===== config.mk =====
export PLATFORM = sky130hd
export DESIGN_NAME = homing_sequencer
export DESIGN_NICKNAME = d
export VERILOG_FILES = /design/src/homing_pkg.sv /design/src/homing_sequencer.sv
export SDC_FILE = /design/constraint.sdc
export NUM_CORES = 1
export LEC_CHECK = 0
export BUFFER_PORTS_ARGS = -buffer_cell sky130_fd_sc_hd__buf_2
export CELL_PAD_IN_SITES_DETAIL_PLACEMENT = 0
export CELL_PAD_IN_SITES_GLOBAL_PLACEMENT = 2
export CORE_MARGIN = 1.5
export CORE_UTILIZATION = 31
export CTS_CLUSTER_DIAMETER = 30
export DETAILED_ROUTE_END_ITERATION = 16
export PLACE_DENSITY = 0.92
export RECOVER_POWER = 25
export SLEW_MARGIN = 5
export SYNTH_ARGS = -nofsm -noshare
export SYNTH_HDL_FRONTEND = slang
export SYNTH_SLANG_ARGS = --single-unit

===== constraint.sdc =====
create_clock -name i_clk -period 8.77 [get_ports i_clk]
set_clock_uncertainty 0.15 [all_clocks]
set_input_delay 0.877 -clock i_clk [delete_from_list [all_inputs] [get_ports i_clk]]
set_output_delay 0.877 -clock i_clk [all_outputs]
set_load 0.05 [all_outputs]

===== src/homing_pkg.sv =====
/*
  homing_pkg: constants and types for the homing sequencer.
  assumes: one 50 MHz clock, synchronous active-high reset.
*/
package homing_pkg;

  localparam logic [7:0]  MODE_HOMING    = 8'h06;
  localparam int          CTRL_START_BIT = 4;
  localparam int          STAT_B10       = 10;
  localparam int          STAT_B12       = 12;
  localparam int          STAT_B13       = 13;
  localparam logic [15:0] STAT_RESET     = 16'h0400;
  localparam int          CLK_HZ         = 50_000_000;
  localparam int          MS_NS          = 1_000_000;
  localparam int          CLK_NS         = 1_000_000_000 / CLK_HZ;
  localparam int          CYC_PER_MS     = MS_NS / CLK_NS;
  localparam logic [15:0] CYC_PER_MS_W   = 16'(CYC_PER_MS);
  localparam logic signed [7:0] METH_CUR_POS = 8'sd35;

  typedef enum logic [1:0] {
    DIR_NEG,
    DIR_POS,
    DIR_NONE
  } dir_e;

  typedef enum logic [1:0] {
    REF_LIMIT,
    REF_HOME,
    REF_INDEX,
    REF_HERE
  } ref_e;

  typedef enum logic [2:0] {
    ST_IDLE,
    ST_SEARCH,
    ST_BLOCK,
    ST_ZERO,
    ST_DONE,
    ST_ERROR
  } state_e;

endpackage


===== src/homing_sequencer.sv =====
/*
  homing_sequencer: homing mode state machine of a motor drive.
  assumes: switch, index and standstill pins are asynchronous and are
  synchronised here; current, speeds and settings are on i_clk.
*/
`timescale 1ns/1ns
module homing_sequencer
  import homing_pkg::*;
(
  input  wire logic                i_clk,
  input  wire logic                i_rst,
  input  wire logic                i_ce,
  input  wire logic [7:0]          i_operating_mode_select,
  input  wire logic [15:0]         i_control_word,
  input  wire logic signed [7:0]   i_method,
  input  wire logic signed [31:0]  i_home_offset,
  input  wire logic [31:0]         i_switch_speed,
  input  wire logic [31:0]         i_zero_speed,
  input  wire logic [31:0]         i_homing_accel,
  input  wire logic [15:0]         i_block_current_min,
  input  wire logic [15:0]         i_block_period_ms,
  input  wire logic [15:0]         i_motor_current,
  input  wire logic                i_closed_loop,
  input  wire logic                i_op_enabled,
  input  wire logic                i_home_switch,
  input  wire logic                i_limit_neg,
  input  wire logic                i_limit_pos,
  input  wire logic                i_index_pulse,
  input  wire logic                i_standstill,
  output logic [15:0]              o_status_word,
  output logic signed [31:0]       o_speed_cmd,
  output logic [31:0]              o_accel_cmd,
  output logic                     o_load_position,
  output logic signed [31:0]       o_position_value
);
  import homing_pkg::*;

  typedef struct packed {
    logic [1:0]         home_s;
    logic [1:0]         lneg_s;
    logic [1:0]         lpos_s;
    logic [1:0]         idx_s;
    logic [1:0]         still_s;
    logic               home_d1;
    logic               idx_d1;
    logic               start_d1;
    state_e             st;
    dir_e               dir;
    ref_e               refk;
    logic               use_idx;
    logic               block;
    logic               edge_rise;
    logic               homed;
    logic               err;
    logic [15:0]        ms_cnt;
    logic [15:0]        blk_ms;
    logic [15:0]        status;
    logic signed [31:0] speed;
    logic [31:0]        accel;
    logic               load;
    logic signed [31:0] pos;
  } state_s;

  state_s s_q;
  state_s s_d;

  // ---------------------------------------------------------------
  // method decode
  // ---------------------------------------------------------------
  function automatic logic [6:0] decode(input logic signed [7:0] m);
    // returns {valid, block, use_idx, dir[1:0], ref[1:0]}
    logic signed [7:0] a;
    logic signed [7:0] b;
    logic              neg;
    logic              idx;
    logic              ok;
    neg = (m < 0);
    a   = neg ? -m : m;
    idx = (a <= 8'sd14) || (a == 8'sd33) || (a == 8'sd34);
    b   = (a >= 8'sd17 && a <= 8'sd30) ? a - 8'sd16 : a;
    ok  = (a >= 8'sd1 && a <= 8'sd14) || (a >= 8'sd17 && a <= 8'sd30) ||
          (!neg && a >= 8'sd33 && a <= 8'sd35);
    // only -1,-2,-7..-14 and the offset-by-16 set
    if (neg && ((b >= 8'sd3 && b <= 8'sd6) || a > 8'sd30))
      ok = 1'b0;
    decode = 7'h00;
    if (a == METH_CUR_POS)
      decode = {ok, 1'b0, 1'b0, DIR_NONE, REF_HERE};
    else if (a == 8'sd33 || a == 8'sd34)
      decode = {ok, 1'b0, 1'b1, (a == 8'sd33) ? DIR_NEG : DIR_POS, REF_INDEX};
    else if (b <= 8'sd2)
      decode = {ok, neg, idx, (b == 8'sd1) ? DIR_NEG : DIR_POS, REF_LIMIT};
    else if (b <= 8'sd6)
      decode = {ok, 1'b0, idx, b[0] ? DIR_NEG : DIR_POS, REF_HOME};
    else
      decode = {ok, neg, idx, (b <= 8'sd10) ? DIR_POS : DIR_NEG, REF_HOME};
  endfunction

  logic [6:0] dec;
  logic       active;
  logic       start_req;
  logic       hit_limit;
  logic       blocked;

  always_comb begin
    s_d       = s_q;
    dec       = decode(i_method);
    // mode 6 makes homing the active mode
    active    = (i_operating_mode_select == MODE_HOMING);
    start_req = active && i_control_word[CTRL_START_BIT];
    hit_limit = (s_q.dir == DIR_NEG) ? s_q.lneg_s[1] : s_q.lpos_s[1];
    // current above threshold marks the block
    blocked   = (i_motor_current > i_block_current_min);

    s_d.home_s   = {s_q.home_s[0], i_home_switch};
    s_d.lneg_s   = {s_q.lneg_s[0], i_limit_neg};
    s_d.lpos_s   = {s_q.lpos_s[0], i_limit_pos};
    s_d.idx_s    = {s_q.idx_s[0], i_index_pulse};
    s_d.still_s  = {s_q.still_s[0], i_standstill};
    s_d.home_d1  = s_q.home_s[1];
    s_d.idx_d1   = s_q.idx_s[1];
    s_d.start_d1 = start_req;
    s_d.load     = 1'b0;

    case (s_q.st)
      ST_IDLE, ST_DONE, ST_ERROR: begin
        s_d.speed = '0;
        if (start_req && !s_q.start_d1) begin
          s_d.use_idx = dec[4];
          s_d.block   = dec[5];
          s_d.dir     = dir_e'(dec[3:2]);
          s_d.refk    = ref_e'(dec[1:0]);
          s_d.err     = 1'b0;
          // block homing refused without closed loop
          if (!dec[6] || (dec[5] && !i_closed_loop)) begin
            s_d.err = 1'b1;
            s_d.st  = ST_ERROR;
          end else if (ref_e'(dec[1:0]) == REF_HERE) begin
            s_d.load = 1'b1;
            s_d.pos  = i_home_offset;
            s_d.st   = ST_DONE;
          end else if (!i_op_enabled) begin
            s_d.err = 1'b1;
            s_d.st  = ST_ERROR;
          end else begin
            s_d.edge_rise = !s_q.home_s[1];
            s_d.st = (ref_e'(dec[1:0]) == REF_INDEX) ? ST_ZERO : ST_SEARCH;
          end
        end
      end
      ST_SEARCH: begin
        s_d.speed = (s_q.dir == DIR_NEG) ? -$signed(i_switch_speed) : $signed(i_switch_speed);
        // on block methods the block replaces the limit switch
        if (s_q.refk == REF_LIMIT && s_q.block && blocked) begin
          s_d.ms_cnt = '0;
          s_d.blk_ms = '0;
          s_d.st     = ST_BLOCK;
        end else if (s_q.refk == REF_LIMIT && !s_q.block && hit_limit) begin
          s_d.st = s_q.use_idx ? ST_ZERO : ST_DONE;
        end else if (s_q.refk == REF_HOME && s_q.home_s[1] != s_q.home_d1) begin
          s_d.st = s_q.use_idx ? ST_ZERO : ST_DONE;
        end else if (s_q.refk == REF_HOME && (s_q.block ? blocked : hit_limit)) begin
          // reverse at the observed limit, or at the block
          s_d.dir = (s_q.dir == DIR_NEG) ? DIR_POS : DIR_NEG;
        end
        if (s_d.st == ST_DONE) begin
          s_d.load = 1'b1;
          s_d.pos  = i_home_offset;
        end
      end
      ST_BLOCK: begin
        // keep pushing for the configured period
        s_d.ms_cnt = s_q.ms_cnt + 16'h0001;
        if (s_q.ms_cnt == CYC_PER_MS_W - 16'h0001) begin
          s_d.ms_cnt = '0;
          s_d.blk_ms = s_q.blk_ms + 16'h0001;
        end
        if (s_q.blk_ms >= i_block_period_ms) begin
          s_d.dir = (s_q.dir == DIR_NEG) ? DIR_POS : DIR_NEG;
          s_d.st  = s_q.use_idx ? ST_ZERO : ST_DONE;
          if (!s_q.use_idx) begin
            s_d.load = 1'b1;
            s_d.pos  = i_home_offset;
          end
        end
      end
      ST_ZERO: begin
        s_d.speed = (s_q.dir == DIR_NEG) ? -$signed(i_zero_speed) : $signed(i_zero_speed);
        // index pulse taken only on its rising edge
        if (s_q.idx_s[1] && !s_q.idx_d1) begin
          s_d.load = 1'b1;
          s_d.pos  = i_home_offset;
          s_d.st   = ST_DONE;
        end
      end
      default: s_d.st = ST_IDLE;
    endcase

    // clearing bit 4 aborts a running search
    if (!start_req && (s_q.st == ST_SEARCH || s_q.st == ST_BLOCK || s_q.st == ST_ZERO)) begin
      s_d.st    = ST_IDLE;
      s_d.speed = '0;
      // an abort in the cycle of the reference event must not load
      s_d.load  = 1'b0;
      s_d.pos   = s_q.pos;
    end
    if (!active)
      s_d.speed = '0;

    // homed after first completed run; cleared by runs and errors
    if (s_d.st == ST_DONE)
      s_d.homed = 1'b1;
    else if (s_d.st != ST_IDLE)
      s_d.homed = 1'b0;
    // homing acceleration for start and braking
    s_d.accel = i_homing_accel;

    // status encoding; error reports standstill on bit 10
    s_d.status = '0;
    s_d.status[STAT_B13] = (s_d.st == ST_ERROR);
    s_d.status[STAT_B12] = s_d.homed && s_d.st != ST_ERROR;
    case (s_d.st)
      ST_ERROR: s_d.status[STAT_B10] = s_q.still_s[1];
      ST_IDLE:  s_d.status[STAT_B10] = 1'b1;
      ST_DONE:  s_d.status[STAT_B10] = start_req;
      default:  s_d.status[STAT_B10] = 1'b0;
    endcase
  end

  always_ff @(posedge i_clk) begin
    if (i_rst) begin
      s_q        <= '0;
      s_q.st     <= ST_IDLE;
      s_q.dir    <= DIR_NONE;
      s_q.refk   <= REF_HERE;
      s_q.status <= STAT_RESET;
    end else if (i_ce) begin
      s_q <= s_d;
    end
  end

  assign o_status_word    = s_q.status;
  assign o_speed_cmd      = s_q.speed;
  assign o_accel_cmd      = s_q.accel;
  // offset held as the reference position
  assign o_load_position  = s_q.load;
  assign o_position_value = s_q.pos;

  // ---------------------------------------------------------------
  // checks
  // ---------------------------------------------------------------
  a_error_bits: assert property (@(posedge i_clk) disable iff (i_rst)
    s_q.st == ST_ERROR |-> o_status_word[13] && !o_status_word[12])
    else $error("error state without bit 13 set");
  a_running_bits: assert property (@(posedge i_clk) disable iff (i_rst)
    s_q.st == ST_SEARCH |-> o_status_word[13:12] == 2'b00 && !o_status_word[10])
    else $error("running state status wrong");
  a_done_homed: assert property (@(posedge i_clk) disable iff (i_rst)
    s_q.st == ST_DONE |-> o_status_word[12])
    else $error("done without homed bit");
  a_run_clears: assert property (@(posedge i_clk) disable iff (i_rst)
    s_q.st == ST_ZERO |-> !o_status_word[12])
    else $error("homed bit during run");
  a_load_offset: assert property (@(posedge i_clk) disable iff (i_rst)
    o_load_position |-> s_q.st == ST_DONE)
    else $error("position load outside completion");
  a_abort_stop: assert property (@(posedge i_clk) disable iff (i_rst || !i_ce)
    s_q.st == ST_ZERO && !start_req |=> s_q.st == ST_IDLE)
    else $error("abort not taken");
  a_idle_still: assert property (@(posedge i_clk) disable iff (i_rst)
    s_q.st == ST_IDLE |-> o_speed_cmd == 0)
    else $error("speed while idle");
  a_block_loop: assert property (@(posedge i_clk) disable iff (i_rst)
    s_q.st == ST_BLOCK |-> $past(s_q.st) inside {ST_SEARCH, ST_BLOCK})
    else $error("block phase entered wrongly");
endmodule


==> impl_metrics.toml <==
[run_status]
status = "finished, final reports clean"

[worst_setup_path]
critPathSlowestCell = "o31ai_2"
path_cells = "buf_2 > inv_1 > ha_1 > xor2_1 > o21ai_0 > nand3_1 > o31ai_2 > o31ai_2 > nand3_2 > buf_4 > mux2i_1 > nor2_1"
path_class = "in -> reg"
crit_family = "compound AO/OA/AOI/OAI gates"
crit_fanout = 33
arrival_ns = 3.78
endpoint_kind = "flip-flop"
crit_path_frequent_cell = "o31ai_2"
crit_required_ns = 8.91
critical_path_buf_inv_count = 3
cp-start-kind = "input port"
cpPeakStageDelay_ns = 0.50

[route]
detail-route-antenna-nets = 0
first_iter_violations = 475
vias = 9162
drt-total-wl_um = 29300
drcViolationCount = 0
viasPerCell = 4.86
post_drt_wl_per_cell_um = 15.5
drt_pass1_iterations = 5

[timing]
finalCritPeriodShare_pct = 41.5
rsz0062_at_grt = "false"
setup_violations = 0
min_period_ns = 3.64
hold_viol_final = 0
tightest_slew_ns = 0.971
maxSlewHeadroom_pct = 34.7
setup_tns_ns = 0
fmax_mhz = 275
final_max_slew_viol_count = 0

[clocking]
clk_pin_slew_ns = 0.07
cts.sinks = 155
cts_tree = "yes"
clockBufferDepth = 2
cts_setup_buffers = 0
cts_max_level = 4
cts-root-buf = "clkbuf_16"
clk_latency_ns = 0.43
holdBufCountCts = 0
cts_resized = 0
numCtsBuffers = 17

[layout]
nNetsFinal = 1683
areaGrowthSynthToFinish_pct = 16.2
fin_util_pct = 36.4
layout-drive-gt1-share_pct = 24.0

[placement]
hpwlAfterDp_um = 22000
port_buffers = 302
place_congestion = 0.857

[floorplan]
io_pins = 331
core_area_um2 = 32500
initial_utilization_pct = 31.3
die-area_um2 = 33900
rows = 66
die_w_um = 184
die_h_um = 184

[hold_path]
min_path_type = "reg -> reg"

[grt]
grt_max_degree = 70
grt_pass1_wl_um = 45300
overflow = 0
antenna_found_initial = 2
grt_usage_pct = 16.8
grt_pass1_vias = 8778

[power_and_ir_drop]
power_density_nw_per_um2 = 142
vdd_ir_drop_max_mv = 0.121
leakagePower_nw = 5.35
finalPower_mw = 1.68

[synth]
synth_common_cells = "nor2_1 (182), dfxtp_1 (155), buf_4 (113), mux2i_1 (80)"
synthCells = 1255
yosysWarnings = 0
synth_area_leaders = "dfxtp_1 (31%), buf_4 (8.3%), mux2i_1 (7.9%)"
synth_top_area_share_pct = 30.5
syn_area_um2 = 10200
seq_area_frac_synth_pct = 30.5
synth_area_leader_cell = "dfxtp_1"
synth.distinct_cells = 82
postSynthAreaPerCell_um2 = 8.10
async_flop_share_pct = 0
postSynthRegisterBits = 155
synth_most_common_cell = "nor2_1"
synth_ff_type = "dfxtp_1"
synth_edf_count = 0

[flow_run]
drv_cap = 0
==> worst reg2reg max path, cell delays in order (launching register included) <==
cell     delay, ns
dfxtp_1       0.44
nor2b_1       0.50
nand2_1       0.67
nor2_1        0.40
and3b_1       0.22
nand3_2       0.07
buf_4         0.46
mux2i_1       0.32
nor2_1        0.05
==> metrics by stage <==
step	setup WS (ns)	cell area [µm²]	hold WS, ns	std cells
final	5.13	11800	0.300	1884
after global routing	4.98	11800	0.321	1883
after CTS	5.16	11900	0.305	1883
after detailed placement	4.71	11300	0.297	1851
after global placement	4.77	11300	0.291	1851
after floorplan	5.33	10200	0.282	1267
==> metal layers <==
layer  vias to the layer above  share of wire [%]  track usage [%]
li1                       4657                  -                -
met3                        35                6.4             4.90
met2                       243                 48             29.1
met1                      4223                 43             20.1
met4                         4                1.8             4.85
met5                         -              0.082                0
==> report_power, final <==
group	total (mW)	internal, mW	switching [mW]	leakage [nW]
clock	0.722	0.404	0.319	0.267
sequential	0.721	0.715	0.00573	1.26
combinational	0.237	0.0858	0.151	3.83
total	1.68	1.20	0.476	5.35
==> cells in the final DEF (no fill, tap or decap), types with 6 or more instances in the layout <==
| cell | n |
|---|---|
| buf_2 | 272 |
| nor2_1 | 181 |
| dfxtp_1 | 155 |
| mux2i_1 | 80 |
| a21oi_1 | 61 |
| nand2_1 | 61 |
| inv_1 | 49 |
| xor2_1 | 44 |
| o21ai_0 | 43 |
| ha_1 | 37 |
| nand3_1 | 36 |
| xnor2_1 | 36 |
| clkbuf_1 | 32 |
| nor3_1 | 25 |
| and3_1 | 20 |
| o22ai_1 | 20 |
| a22oi_1 | 19 |
| clkbuf_16 | 17 |
| a31oi_1 | 14 |
| nor4_1 | 13 |
| o31ai_1 | 13 |
| conb_1 | 13 |
| nand2b_1 | 12 |
| o211ai_1 | 12 |
| nand3b_1 | 12 |
| buf_4 | 11 |
| nand4_1 | 10 |
| or3_1 | 10 |
| a211oi_1 | 8 |
| or4_1 | 7 |
| and2_1 | 7 |
| or2_2 | 6 |
==> cell families after synthesis <==
| logic type | Yosys count | share of synthesized area (%) |
|---|---|---|
| xor+xnor | 80 | 6.89 |
| other cells | 1 | 0.0369 |
| simple gates | 431 | 20.9 |
| fa+ha+maj | 37 | 4.55 |
| compound gates | 246 | 16.1 |
| buf+inv | 219 | 12.4 |
| flops | 155 | 30.5 |
| mux | 86 | 8.65 |
==> flip-flops by register name, summed over array words and instances (netlist names) <==
name              cells
o_status_word         3
s_d                   7
o_accel_cmd          32
s_q                  48
o_speed_cmd          32
o_load_position       1
o_position_value     32
==> path summary, 6_finish.rpt <==
check                  start                   end  slack [ns]  depth (start not counted)
min          o_speed_cmd[24]       o_speed_cmd[24]        0.30                          2
max              i_method[0]  o_position_value[30]        5.13                         12
max reg2reg         s_q[154]  o_position_value[30]        5.37                          8
min reg2reg  o_speed_cmd[24]       o_speed_cmd[24]        0.30                          2
==> cell type report <==
class                           count  area (µm²)
Clock buffer                       21         450
Inverter                           49         184
Sequential cell                   155        3100
Fill cell                        3452       20600
Tap cell                          442         553
Multi-Input combinational cell    893        5860
Antenna cell                        1        2.50
Clock inverter                     11         115
Timing Repair Buffer              312        1550
(Power assumes the default switching activity.)
